### config.mk
export PLATFORM = sky130hd
export DESIGN_NAME = cbr_i2c_regs
export DESIGN_NICKNAME = d
export VERILOG_FILES = /design/src/cbr_pkg.sv /design/src/cbr_divider.sv /design/src/cbr_i2c_regs.sv
export SDC_FILE = /design/constraint.sdc
export NUM_CORES = 1
export LEC_CHECK = 0
export BUFFER_PORTS_ARGS = -buffer_cell sky130_fd_sc_hd__buf_4
export CAP_MARGIN = 25
export CORE_MARGIN = 2
export CORE_UTILIZATION = 55
export CTS_CLUSTER_SIZE = 8
export DETAILED_ROUTE_END_ITERATION = 10
export GPL_ROUTABILITY_DRIVEN = 0
export GPL_TIMING_DRIVEN = 0
export MAX_ROUTING_LAYER = met4
export PLACE_DENSITY = 0.71
export SYNTH_ARGS = -nofsm -noshare
export SYNTH_HDL_FRONTEND = slang
export SYNTH_HIERARCHICAL = 1
export SYNTH_SLANG_ARGS = --single-unit
export TNS_END_PERCENT = 100
### constraint.sdc
create_clock -name clk -period 3.5 [get_ports clk]
set_clock_uncertainty 0.2 [all_clocks]
set_input_delay 0.175 -clock clk [delete_from_list [all_inputs] [get_ports clk]]
set_output_delay 0.175 -clock clk [all_outputs]
set_load 0.005 [all_outputs]
### src/cbr_pkg.sv
/*
 Constants, register map and state types for the clock buffer
 serial register bank. Assumes a 10 MHz system clock and a
 two-wire serial host that runs its clock far below that rate.
*/
`default_nettype none
package cbr_pkg;

   // Target address and direction bit
   localparam logic [6:0] TARGET_ADDR = 7'h6a;
   localparam logic RW_READ = 1'b1;

   // Register offsets
   localparam logic [7:0] OFF_OE = 8'h00;
   localparam logic [7:0] OFF_DIV_ONE = 8'h01;
   localparam logic [7:0] OFF_DIV_TWO = 8'h02;
   localparam logic [7:0] OFF_RSV_THREE = 8'h03;
   localparam logic [7:0] OFF_RSV_FOUR = 8'h04;
   localparam logic [7:0] OFF_RSV_FIVE = 8'h05;
   localparam logic [7:0] OFF_ID = 8'h06;
   localparam logic [7:0] NUM_REGS = 8'h07;

   // Byte count sent first on a block read
   localparam logic [7:0] READ_COUNT = NUM_REGS;

   // Output enable bit positions and power-up values
   localparam int BIT_OE_THREE = 5;
   localparam int BIT_OE_FOUR = 4;
   localparam logic OE_RST = 1'b1;

   // Divider select power-up values and smallest running setting
   localparam logic [7:0] DIV_ONE_RST = 8'h0f;
   localparam logic [7:0] DIV_TWO_RST = 8'h2e;
   localparam logic [7:0] DIV_MIN = 8'h02;

   // Identification codes, values arbitrary
   localparam logic [3:0] REV_ID = 4'h3;
   localparam logic [3:0] VEN_ID = 4'h5;
   localparam logic [7:0] ID_BYTE = {REV_ID, VEN_ID};

   // Reserved bits read as zero
   localparam logic [7:0] RSV_VALUE = 8'h00;

   // Bits in a serial byte
   localparam logic [3:0] BYTE_BITS = 4'h8;

   typedef enum logic [4:0] {
      ST_IDLE = 5'b00001,
      ST_RX   = 5'b00010,
      ST_ACK  = 5'b00100,
      ST_TX   = 5'b01000,
      ST_HACK = 5'b10000
   } cbr_state_t;

   typedef enum logic [3:0] {
      PH_ADDR   = 4'b0001,
      PH_OFFSET = 4'b0010,
      PH_COUNT  = 4'b0100,
      PH_DATA   = 4'b1000
   } cbr_phase_t;

endpackage
`default_nettype wire

### src/cbr_divider.sv
/*
 Programmable divider for one low-rate output.
 Assumes ref_tick is a one-cycle pulse on clk per reference edge.
*/
`timescale 1ns/1ns
`default_nettype none
module cbr_divider
   import cbr_pkg::*;
(
   // Clock, reset, enable
   input wire logic clk,
   input wire logic reset_n,
   input wire logic ce,
   // Reference and setting
   input wire logic ref_tick,
   input wire logic [7:0] div_sel,
   // Divided output
   output logic clk_out
);

   logic [7:0] count_q;
   logic [7:0] div_q;
   logic [7:0] count_inc;

   assign count_inc = count_q + 8'h01;

   // New setting is taken at a period boundary, or on any tick while the held setting is below DIV_MIN
   always_ff @(posedge clk or negedge reset_n) begin
      if (!reset_n) begin
         count_q <= 8'h00;
         div_q <= 8'h00;
         clk_out <= 1'b0;
      end else if (ce && ref_tick) begin
         if (count_inc >= div_q || div_q < DIV_MIN) begin
            count_q <= 8'h00;
            div_q <= div_sel;
            clk_out <= (div_sel >= DIV_MIN);
         end else begin
            count_q <= count_inc;
            if (count_inc == (div_q >> 1)) begin
               clk_out <= 1'b0;
            end
         end
      end
   end

   a_div_count_bound: assert property (@(posedge clk) disable iff (!reset_n)
      (div_q >= DIV_MIN) |-> (count_q < div_q))
      else $error("divider count beyond setting");
   a_div_low_half: assert property (@(posedge clk) disable iff (!reset_n)
      (div_q >= DIV_MIN && count_q >= (div_q >> 1)) |-> !clk_out)
      else $error("divider output high in low half");

endmodule
`default_nettype wire

### src/cbr_i2c_regs.sv
/*
 Serial target and register bank of a clock distribution buffer.
 Assumes scl_in and sda_in are asynchronous pins, sda driven open
 drain through sda_oe, and ref_tick a same-clock reference pulse.
*/
`timescale 1ns/1ns
`default_nettype none
// What this block does
// - Acts only as a serial target, block read and write, 7-bit address.
// - Answers address 1101010; write uses byte D4, read uses D5.
// - First byte after write address sets the 8-bit register pointer.
// - Register 0 bits 5 and 4 enable outputs three and four, reset 1.
// - Register 1 is divider select one, reset fifteen.
// - Register 2 is divider select two, reset forty-six.
// - Register 3 is reserved and read-only.
// - Registers 4 and 5 are reserved and read-only.
// - Register 6 holds fixed revision and vendor codes.
// - Write: address, offset, count, data, stop; every byte acknowledged.
// - Read returns count then data; host NACK on last byte ends it.
module cbr_i2c_regs
   import cbr_pkg::*;
(
   // Clock, reset, enable
   input wire logic clk,
   input wire logic reset_n,
   input wire logic ce,
   // Serial pins
   input wire logic scl_in,
   input wire logic sda_in,
   output logic sda_out,
   output logic sda_oe,
   // Reference pulse
   input wire logic ref_tick,
   // Output controls
   output logic differential_output_three_en,
   output logic differential_output_four_en,
   output logic programmable_output_one,
   output logic programmable_output_two
);

   cbr_state_t state_q;
   cbr_phase_t phase_q;
   logic scl_m_q, scl_s_q, scl_d_q;
   logic sda_m_q, sda_s_q, sda_d_q;
   logic [3:0] bit_cnt_q;
   logic [7:0] shift_q;
   logic [7:0] tx_q;
   logic rw_q;
   logic [7:0] ptr_q;
   logic [7:0] cnt_q;
   logic [7:0] div_one_q;
   logic [7:0] div_two_q;
   logic scl_rise, scl_fall, start_det, stop_det;
   logic byte_done, addr_hit, wr_strobe, tx_load;
   logic [7:0] rd_byte;

   function automatic logic [7:0] reg_read(input logic [7:0] off, input logic e3, input logic e4,
                                           input logic [7:0] d1, input logic [7:0] d2);
      logic [7:0] v;
      v = RSV_VALUE;
      case (off)
         OFF_OE: begin
            v[BIT_OE_THREE] = e3;
            v[BIT_OE_FOUR] = e4;
         end
         OFF_DIV_ONE: v = d1;
         OFF_DIV_TWO: v = d2;
         OFF_ID: v = ID_BYTE;
         default: v = RSV_VALUE;
      endcase
      return v;
   endfunction

   function automatic cbr_phase_t next_phase(input cbr_phase_t p);
      case (p)
         PH_ADDR: return PH_OFFSET;
         PH_OFFSET: return PH_COUNT;
         default: return PH_DATA;
      endcase
   endfunction

   // Pin synchronisers plus one delay stage for edge detection
   always_ff @(posedge clk or negedge reset_n) begin
      if (!reset_n) begin
         scl_m_q <= 1'b1;
         scl_s_q <= 1'b1;
         scl_d_q <= 1'b1;
         sda_m_q <= 1'b1;
         sda_s_q <= 1'b1;
         sda_d_q <= 1'b1;
      end else if (ce) begin
         scl_m_q <= scl_in;
         scl_s_q <= scl_m_q;
         scl_d_q <= scl_s_q;
         sda_m_q <= sda_in;
         sda_s_q <= sda_m_q;
         sda_d_q <= sda_s_q;
      end
   end

   assign scl_rise = ce && scl_s_q && !scl_d_q;
   assign scl_fall = ce && !scl_s_q && scl_d_q;
   assign start_det = ce && scl_s_q && scl_d_q && sda_d_q && !sda_s_q;
   assign stop_det = ce && scl_s_q && scl_d_q && !sda_d_q && sda_s_q;
   assign byte_done = (state_q == ST_RX) && scl_fall && (bit_cnt_q == BYTE_BITS);
   assign addr_hit = (shift_q[7:1] == TARGET_ADDR);
   assign wr_strobe = byte_done && (phase_q == PH_DATA) && (cnt_q != 8'h00);
   assign tx_load = (state_q == ST_HACK) && scl_fall;
   assign rd_byte = reg_read(ptr_q, differential_output_three_en, differential_output_four_en,
                             div_one_q, div_two_q);

   // Protocol engine: receive, acknowledge, transmit
   always_ff @(posedge clk or negedge reset_n) begin
      if (!reset_n) begin
         state_q <= ST_IDLE;
         phase_q <= PH_ADDR;
         bit_cnt_q <= 4'h0;
         shift_q <= 8'h00;
         tx_q <= 8'h00;
         rw_q <= 1'b0;
         sda_oe <= 1'b0;
      end else if (ce) begin
         if (stop_det) begin
            state_q <= ST_IDLE;
            sda_oe <= 1'b0;
         end else if (start_det) begin
            state_q <= ST_RX;
            phase_q <= PH_ADDR;
            bit_cnt_q <= 4'h0;
            sda_oe <= 1'b0;
         end else begin
            case (state_q)
               ST_RX: begin
                  if (scl_rise && bit_cnt_q != BYTE_BITS) begin
                     shift_q <= {shift_q[6:0], sda_s_q};
                     bit_cnt_q <= bit_cnt_q + 4'h1;
                  end else if (byte_done) begin
                     if (phase_q == PH_ADDR && !addr_hit) begin
                        state_q <= ST_IDLE;
                     end else begin
                        sda_oe <= 1'b1;
                        state_q <= ST_ACK;
                        if (phase_q == PH_ADDR) begin
                           rw_q <= shift_q[0];
                        end
                     end
                  end
               end
               ST_ACK: begin
                  if (scl_fall) begin
                     bit_cnt_q <= 4'h0;
                     if (phase_q == PH_ADDR && rw_q == RW_READ) begin
                        tx_q <= READ_COUNT;
                        sda_oe <= ~READ_COUNT[7];
                        state_q <= ST_TX;
                     end else begin
                        sda_oe <= 1'b0;
                        state_q <= ST_RX;
                        phase_q <= next_phase(phase_q);
                     end
                  end
               end
               ST_TX: begin
                  if (scl_fall) begin
                     if (bit_cnt_q == BYTE_BITS - 4'h1) begin
                        sda_oe <= 1'b0;
                        state_q <= ST_HACK;
                     end else begin
                        tx_q <= {tx_q[6:0], 1'b0};
                        sda_oe <= ~tx_q[6];
                        bit_cnt_q <= bit_cnt_q + 4'h1;
                     end
                  end
               end
               ST_HACK: begin
                  if (scl_rise && sda_s_q) begin
                     state_q <= ST_IDLE;
                  end else if (scl_fall) begin
                     tx_q <= rd_byte;
                     sda_oe <= ~rd_byte[7];
                     bit_cnt_q <= 4'h0;
                     state_q <= ST_TX;
                  end
               end
               ST_IDLE: sda_oe <= 1'b0;
               default: begin
                  state_q <= ST_IDLE;
                  sda_oe <= 1'b0;
               end
            endcase
         end
      end
   end

   // Open-drain data: only ever pulls low
   always_ff @(posedge clk or negedge reset_n) begin
      if (!reset_n) begin
         sda_out <= 1'b0;
      end else if (ce) begin
         sda_out <= 1'b0;
      end
   end

   // Register pointer and write byte count
   always_ff @(posedge clk or negedge reset_n) begin
      if (!reset_n) begin
         ptr_q <= 8'h00;
         cnt_q <= 8'h00;
      end else if (ce) begin
         if (byte_done && phase_q == PH_OFFSET) begin
            ptr_q <= shift_q;
         end else if (wr_strobe || tx_load) begin
            ptr_q <= ptr_q + 8'h01;
         end
         if (byte_done && phase_q == PH_COUNT) begin
            cnt_q <= shift_q;
         end else if (wr_strobe) begin
            cnt_q <= cnt_q - 8'h01;
         end
      end
   end

   // Writable registers; reserved and identification bytes have no storage
   always_ff @(posedge clk or negedge reset_n) begin
      if (!reset_n) begin
         differential_output_three_en <= OE_RST;
         differential_output_four_en <= OE_RST;
         div_one_q <= DIV_ONE_RST;
         div_two_q <= DIV_TWO_RST;
      end else if (ce && wr_strobe) begin
         case (ptr_q)
            OFF_OE: begin
               differential_output_three_en <= shift_q[BIT_OE_THREE];
               differential_output_four_en <= shift_q[BIT_OE_FOUR];
            end
            OFF_DIV_ONE: div_one_q <= shift_q;
            OFF_DIV_TWO: div_two_q <= shift_q;
            default: div_one_q <= div_one_q;
         endcase
      end
   end

   cbr_divider u_div_one (
      .clk(clk),
      .reset_n(reset_n),
      .ce(ce),
      .ref_tick(ref_tick),
      .div_sel(div_one_q),
      .clk_out(programmable_output_one)
   );

   cbr_divider u_div_two (
      .clk(clk),
      .reset_n(reset_n),
      .ce(ce),
      .ref_tick(ref_tick),
      .div_sel(div_two_q),
      .clk_out(programmable_output_two)
   );

   a_idle_no_drive: assert property (@(posedge clk) disable iff (!reset_n)
      (state_q == ST_IDLE) |-> !sda_oe)
      else $error("data driven while idle");
   a_addr_miss_quiet: assert property (@(posedge clk) disable iff (!reset_n)
      (byte_done && phase_q == PH_ADDR && !addr_hit && !stop_det && !start_det)
      |=> (state_q == ST_IDLE) && !sda_oe)
      else $error("foreign address acknowledged");
   a_addr_hit_ack: assert property (@(posedge clk) disable iff (!reset_n)
      (byte_done && phase_q == PH_ADDR && addr_hit && !stop_det && !start_det)
      |=> (state_q == ST_ACK) && sda_oe)
      else $error("own address not acknowledged");
   a_offset_loads_ptr: assert property (@(posedge clk) disable iff (!reset_n)
      (byte_done && phase_q == PH_OFFSET) |=> (ptr_q == $past(shift_q)))
      else $error("pointer not loaded from offset byte");
   a_oe_write: assert property (@(posedge clk) disable iff (!reset_n)
      (wr_strobe && ptr_q == OFF_OE)
      |=> (differential_output_three_en == $past(shift_q[BIT_OE_THREE]))
      && (differential_output_four_en == $past(shift_q[BIT_OE_FOUR])))
      else $error("enable bits not written");
   a_div_one_write: assert property (@(posedge clk) disable iff (!reset_n)
      (wr_strobe && ptr_q == OFF_DIV_ONE) |=> (div_one_q == $past(shift_q)))
      else $error("divider one not written");
   a_div_two_write: assert property (@(posedge clk) disable iff (!reset_n)
      (wr_strobe && ptr_q == OFF_DIV_TWO) |=> (div_two_q == $past(shift_q)) && $stable(div_one_q))
      else $error("divider two not written");
   a_rsvd_read_zero: assert property (@(posedge clk) disable iff (!reset_n)
      (ptr_q >= OFF_RSV_THREE && ptr_q <= OFF_RSV_FIVE) |-> (rd_byte == RSV_VALUE))
      else $error("reserved byte not zero");
   a_oe_rsvd_bits: assert property (@(posedge clk) disable iff (!reset_n)
      (ptr_q == OFF_OE) |-> (rd_byte[7:6] == 2'b00) && (rd_byte[3:0] == 4'h0))
      else $error("reserved enable bits not zero");
   a_id_fixed: assert property (@(posedge clk) disable iff (!reset_n)
      (ptr_q == OFF_ID) |-> (rd_byte == ID_BYTE))
      else $error("identification byte wrong");
   a_read_count_first: assert property (@(posedge clk) disable iff (!reset_n)
      (state_q == ST_ACK && scl_fall && phase_q == PH_ADDR && rw_q && !stop_det && !start_det)
      |=> (state_q == ST_TX) && (tx_q == READ_COUNT) && (bit_cnt_q == 4'h0))
      else $error("read did not start with count");
   a_data_ack: assert property (@(posedge clk) disable iff (!reset_n)
      (byte_done && phase_q != PH_ADDR && !stop_det && !start_det) |=> sda_oe ##1 (state_q == ST_ACK))
      else $error("data byte not acknowledged");
   a_nack_ends: assert property (@(posedge clk) disable iff (!reset_n)
      (state_q == ST_HACK && scl_rise && sda_s_q && !stop_det && !start_det) |=> (state_q == ST_IDLE))
      else $error("host not-acknowledge did not end read");

   c_write_data: cover property (@(posedge clk) disable iff (!reset_n) wr_strobe);
   c_read_byte: cover property (@(posedge clk) disable iff (!reset_n) tx_load);
   c_read_nack: cover property (@(posedge clk) disable iff (!reset_n)
      state_q == ST_HACK && scl_rise && sda_s_q);
   c_addr_miss: cover property (@(posedge clk) disable iff (!reset_n)
      byte_done && phase_q == PH_ADDR && !addr_hit);

endmodule
`default_nettype wire

* Yosys cells after proc, flatten, opt, wreduce, memory -nomap -nowiden
Cells that the tools add are included.
Storage, ports and cells: flip-flop bits (word level) 104, input bits 6, output and inout bits 6, word-level logic and storage cells 193
Cells by class: $add $sub $neg 5, $lt $le $gt $ge 6, equal/unequal tests 39, muxes and demuxes 56, bitwise logic cells 6, reduce and logical (&&, ||, !) cells 56
Operators by type and width (count):
- two-way mux 8 bit | 6
- two-way mux 5 bit | 9
- two-way mux 4 bit | 11
- two-way mux 7 bit | 6
- != test 4 bit, second input constant | 9
- case mux 5 bit (5 select lines) | 1
- adder 8 x 1 -> 8 bit, second input constant | 3
- AND reduction 8 bit | 3
- logical AND 1 bit | 22
- case mux 7 bit (3 select lines) | 1
- AND reduction 2 bit | 9
- == test 8 x 7 -> 1 bit | 2
- greater-or-equal comparator 8 x 2 -> 1 bit, second input constant | 2
- greater-or-equal comparator 8 bit | 2
- less-than comparator 8 x 2 -> 1 bit, second input constant | 2
- case mux 4 bit (4 select lines) | 1
- two-way mux 1 bit | 15
- != test 2 bit, second input constant | 7
- != test 3 bit, second input constant | 4
- case mux 4 bit (3 select lines) | 1
- nonzero test 2 bit | 6
- AND reduction 10 bit | 1
- AND reduction 5 bit | 2
- == test 4 x 3 -> 1 bit, second input constant | 2
- 29 further kinds | 41

* Depth between registers and ports, before layout
depth after elaboration 10, mapped depth 12, mapped depth without buffers 10

* Cells and area by module
Netlist, hierarchy kept.
Modules (own cells, without submodules):
- cbr_i2c_regs | instances 1, cells an instance 396, area an instance 3842.4 µm², seq. area each 1774.2 µm²
- cbr_divider | instances 2, cells an instance 135, area an instance 1277.5 µm², seq. area each 425.4 µm²

* Worst setup path before layout
Ideal clock, no wire load.
kind reg2reg, start reg u_div_one.count_q[0], end reg u_div_one.clk_out, library setup time 125 ps, arrival time 2426 ps, required time 3175 ps, path slack 749 ps, cell stages (with the launch flop) 12, buffers on the path 2, clock period less this slack 2751 ps, path through dfrtp_1 -> ha_1 -> buf_2 -> nand3_1 -> nand2b_1 -> nand2_1 -> ha_1 -> nand4_1 -> o221ai_2 -> nor2b_1 -> buf_6 -> mux2_2
On the way: longest elaborated chain between the ends 5, elaborated cells between the ends (all ways) 7, those cells by class add/sub: 1; order compare: 1; eq/ne: 1; mux: 1; reduce/logical: 3
Ends and longest elaborated chain:
- start: declaration | line cbr_divider.sv:21 | logic [7:0] count_q;
- start signal: assignment | line cbr_divider.sv:39 | count_q <= count_inc;
- adder 8 x 1 -> 8 bit (*) | line cbr_divider.sv:25 | assign count_inc = count_q + 8'h01;
- greater-or-equal comparator 8 bit | line cbr_divider.sv:34 | if (count_inc >= div_q || div_q < DIV_MIN) begin
- logical OR 1 bit | line cbr_divider.sv:34
- nonzero test 2 bit (no line)
- AND reduction 2 bit (no line)
- end signal: assignment | line cbr_divider.sv:37 | clk_out <= (div_sel >= DIV_MIN);
- end: declaration | line cbr_divider.sv:18 | output logic clk_out
Mark *: on every way between the ends. The rest lies on a longest branch, timed or not. A chain may end at the register's enable or synchronous reset.

* Final worst setup path
start reg u_div_two.count_q[0], end reg u_div_two.clk_out
On the way: longest elaborated chain between the ends 5, elaborated cells between the ends (all ways) 7, those cells by class add/sub: 1; order compare: 1; eq/ne: 1; mux: 1; reduce/logical: 3
Ends and longest elaborated chain (line):
- start: declaration | cbr_divider.sv:21
- start signal: assignment | cbr_divider.sv:39
- adder 8 x 1 -> 8 bit (*) | cbr_divider.sv:25
- greater-or-equal comparator 8 bit | cbr_divider.sv:34
- logical OR 1 bit | cbr_divider.sv:34
- nonzero test 2 bit (no line)
- AND reduction 2 bit (no line)
- end signal: assignment | cbr_divider.sv:37
- end: declaration | cbr_divider.sv:18
Marks and branches as above.

==> flow_summary.json <==
{
  "status": "complete, no violations",
  "synth_top_area_cell": "dfrtp_1",
  "synth-main-ff-cell": "dfrtp_1",
  "design_area_sq_um": 7030,
  "ys_ff_latch": 104,
  "cts_resized": 0,
  "clock_latency_ns": 0.35,
  "critPathTopFamily": "compound AO/OA/AOI/OAI gates",
  "viasPerCell": 6.024,
  "synth_nets": 698,
  "clk_path_buf_depth": 2,
  "arrival_ns": 3.19,
  "htree_levels": 3,
  "initial_core_util_pct": 56.27,
  "power_density_nw_per_um2": 371.5,
  "wl_per_cell_microns": 16.79,
  "combPwrFrac_pct": 12.9,
  "startpoint_type": "register",
  "nNetsFinal": 726,
  "cts_root_buffer": "clkbuf_16",
  "p_seq_share_pct": 49.4,
  "die_y_microns": 111.9,
  "postSynthCellCount": 666,
  "grt_max_degree": 58,
  "synthAdderAreaFrac_pct": 5.085,
  "crit_type": "reg2reg",
  "post-cts-setup-buffer-count": 0,
  "post-route-drc-count": 0,
  "clk_pin_slew_worst_paths_ns": 0.07,
  "cap_viol_max_count": 0,
  "area_growth_pct": 9.896,
  "synth_edf_count": 0,
  "routed_wl_mm": 14.14,
  "hold_viol": 0,
  "path_buf_inv": 2,
  "drive_gt1_share_pct": 17.45,
  "die_area_sq_um": 12510,
  "yosys_warnings": 6,
  "dpl.hpwl_mm": 10.37,
  "post-route-period-util_pct": 90.01,
  "path_cells": "ha_1 > buf_2 > xor2_1 > ha_1 > o21ai_0 > o21bai_1 > a21oi_1 > o221ai_2 > nor2b_1 > buf_6 > mux2_2",
  "max_slew_margin_pct": 49.40,
  "antenna_cells": 0,
  "first_global_vias": 4992,
  "synth_top_area_share_pct": 33.64,
  "ys_seq_area_share_pct": 41.03,
  "dieWidth_microns": 111.9,
  "dpl_cell_area_sq_um": 6679,
  "irDropWorstVdd_uv": 399.5,
  "path_common_cell": "ha_1",
  "drt_iter0_drc": 442,
  "synthXorXnorAreaFrac_pct": 5.202,
  "cp-end-kind": "register",
  "dr.pass1.iters": 6,
  "synthMuxAreaShare_pct": 9.896,
  "core_area_sq_um": 11370,
  "cts_buffers": 9,
  "fin_tns_setup_ns": 0,
  "cpMaxStageDelayCell": "dfrtp_1",
  "synth_compound_area_share_pct": 14.90,
  "required_ns": 3.54,
  "rsz0062_at_grt": "false",
  "ant_nets": 0,
  "antenna_found_initial": 0,
  "cts.sinks": 104,
  "slowest_delay_ns": 0.48,
  "worstPathMaxFanout": 10,
  "synth_simple_gate_area_share_pct": 19.23,
  "pin_count": 12,
  "post-route-min-period_ns": 3.150,
  "grt.overflow.total": 0,
  "cts_tree": "built",
  "grt_use_total_pct": 24.45,
  "synthesis.area_sq_um": 6397,
  "p_sw_mw": 0.6990,
  "swShare_pct": 26.76,
  "port_buffers": 10,
  "fmax_ghz": 0.3174,
  "num_vias": 5072,
  "clock_power_share_pct": 37.6,
  "synth_cell_type_count": 67,
  "synth_top_family_by_area": "simple AND/OR/NAND/NOR gates",
  "internal-power_mw": 1.913,
  "max_slew.worst_pin.slew_ns": 0.7511,
  "synth_area_per_cell_sq_um": 9.606,
  "drv_slew": 0,
  "setup_viol": 0,
  "hp-class": "in2async",
  "placementRows": 39,
  "p_leak_nw": 3.170,
  "grt_pass1_wl_mm": 23.97,
  "synthArstFlopShare_pct": 100.0,
  "synthTopCellsByArea": "dfrtp_1, dfstp_2, mux2_2"
}
-- power by group through the flow --
stage                     Clock [mW]  Combinational (mW)  Sequential, mW
after detailed placement           0               0.328            1.31
final                          0.983               0.338            1.29
after CTS                       1.01               0.336            1.29
after global routing            1.06               0.377            1.30
after floorplan                    0               0.237            1.30
after global placement             0               0.318            1.31
-- through the flow --
stage                     power [mW]  util (%)  setup slack [ns]  hold WS (ns)  std cells
final                          2.612     61.84            0.3496        0.1781        842
after global routing           2.730     61.84           0.08315        0.2443        842
after floorplan                1.541         -            0.7495       -0.3206        666
after detailed placement       1.641     58.74            0.3619       0.04092        820
after CTS                      2.634     61.84            0.3462        0.2141        842
after global placement         1.627     58.50            0.3849        0.2102        819
-- cells in the final DEF, fill, tap and decap left out, types with 26 or more instances in the layout --
| cell type | netlist | final |
|---|---|---|
| mux2_2 | 34 | 34 |
| nand3_1 | 27 | 27 |
| o21ai_0 | 43 | 43 |
| nor2_1 | 47 | 47 |
| ha_1 | 26 | 26 |
| dfrtp_1 | 86 | 86 |
| inv_1 | 35 | 35 |
| nand2_1 | 69 | 69 |
| a21oi_1 | 27 | 27 |
-- cells by family after synthesis --
group           after synthesis
buf+inv                      69
other cells                   1
fa+ha+maj                    26
flops                       104
xor+xnor                     38
compound gates              142
simple gates                235
mux                          51
-- path summary, 6_finish.rpt --
path	start	end	slack, ns	depth (start not counted)
setup / recovery	u_div_two/count_q[0]	u_div_two/clk_out	0.35	11
hold / removal	reset_n	u_div_one/count_q[3]	0.18	2
setup reg to reg	u_div_two/count_q[0]	u_div_two/clk_out	0.35	11
hold reg to reg	tx_q[0]	tx_q[0]	0.28	2
max in group asynchronous	reset_n	sda_m_q	2.19	3
min in group clk	tx_q[0]	tx_q[0]	0.28	2
-- state kept, by name (all words and copies together), names as in the netlist, 4 cells and up --
name               count
phase_q                4
ptr_q                  8
div_two_q              8
u_div_one/count_q      8
div_one_q              8
bit_cnt_q              4
state_q                5
u_div_one/div_q        8
u_div_two/count_q      8
tx_q                   7
u_div_two/div_q        8
shift_q                8
cnt_q                  8
-- layout make-up --
class / count / area [sq um]
multi-input cells: 493 / 3478
fillers: 958 / 4339
repair buffers: 17 / 162.7
well taps: 143 / 178.9
clock buffers: 11 / 252.7
inverters: 35 / 131.4
flip-flops and latches: 104 / 2625
plain buffers: 34 / 162.7
clock inverters: 5 / 38.79
-- worst reg2reg max path: stages, from the launching register on --
cell and delay [ns]:
dfrtp_1 0.48, ha_1 0.24, buf_2 0.18, xor2_1 0.16
ha_1 0.27, o21ai_0 0.09, o21bai_1 0.15, a21oi_1 0.11
o221ai_2 0.40, nor2b_1 0.23, buf_6 0.18, mux2_2 0.34
-- cells in the mapped netlist, types with 4 or more instances --
cell / instances
nand2_1: 69
nor3_1: 15
dfstp_2: 18
inv_1: 35
nand4b_1: 4
mux2_4: 16
a21o_1: 6
nand4_1: 7
ha_1: 26
nand3b_1: 5
mux2_2: 34
and3_1: 6
a21oi_1: 27
nand2b_1: 4
nand3_1: 27
dfrtp_1: 86
buf_2: 10
a31oi_1: 6
nor4b_1: 4
nor2b_1: 12
or3_1: 8
nor3b_1: 5
xor2_1: 19
o21bai_1: 7
a41oi_1: 6
o21ai_0: 43
xnor2_1: 19
nor4_1: 5
a22oi_1: 10
a221o_1: 4
clkbuf_1: 19
a22o_1: 8
nor2_1: 47
-- metal layers --
| layer | global-route usage (%) | part of all wire, % | vias up |
|---|---|---|---|
| met1 | 30.92 | 45 | 2458 |
| li1 | - | - | 2448 |
| met4 | 7.407 | 1.8 | 0 |
| met5 | - | 0 | - |
| met3 | 5.335 | 4.4 | 29 |
| met2 | 39.64 | 49 | 137 |
-- repair_timing --
item / CTS / global route
endpoints found under the setup margin: 0 / 0
endpoints found under the hold margin: 47 / 0
hold buffers: 6 / 0
No activity file was read; power rests on OpenSTA's default activity.
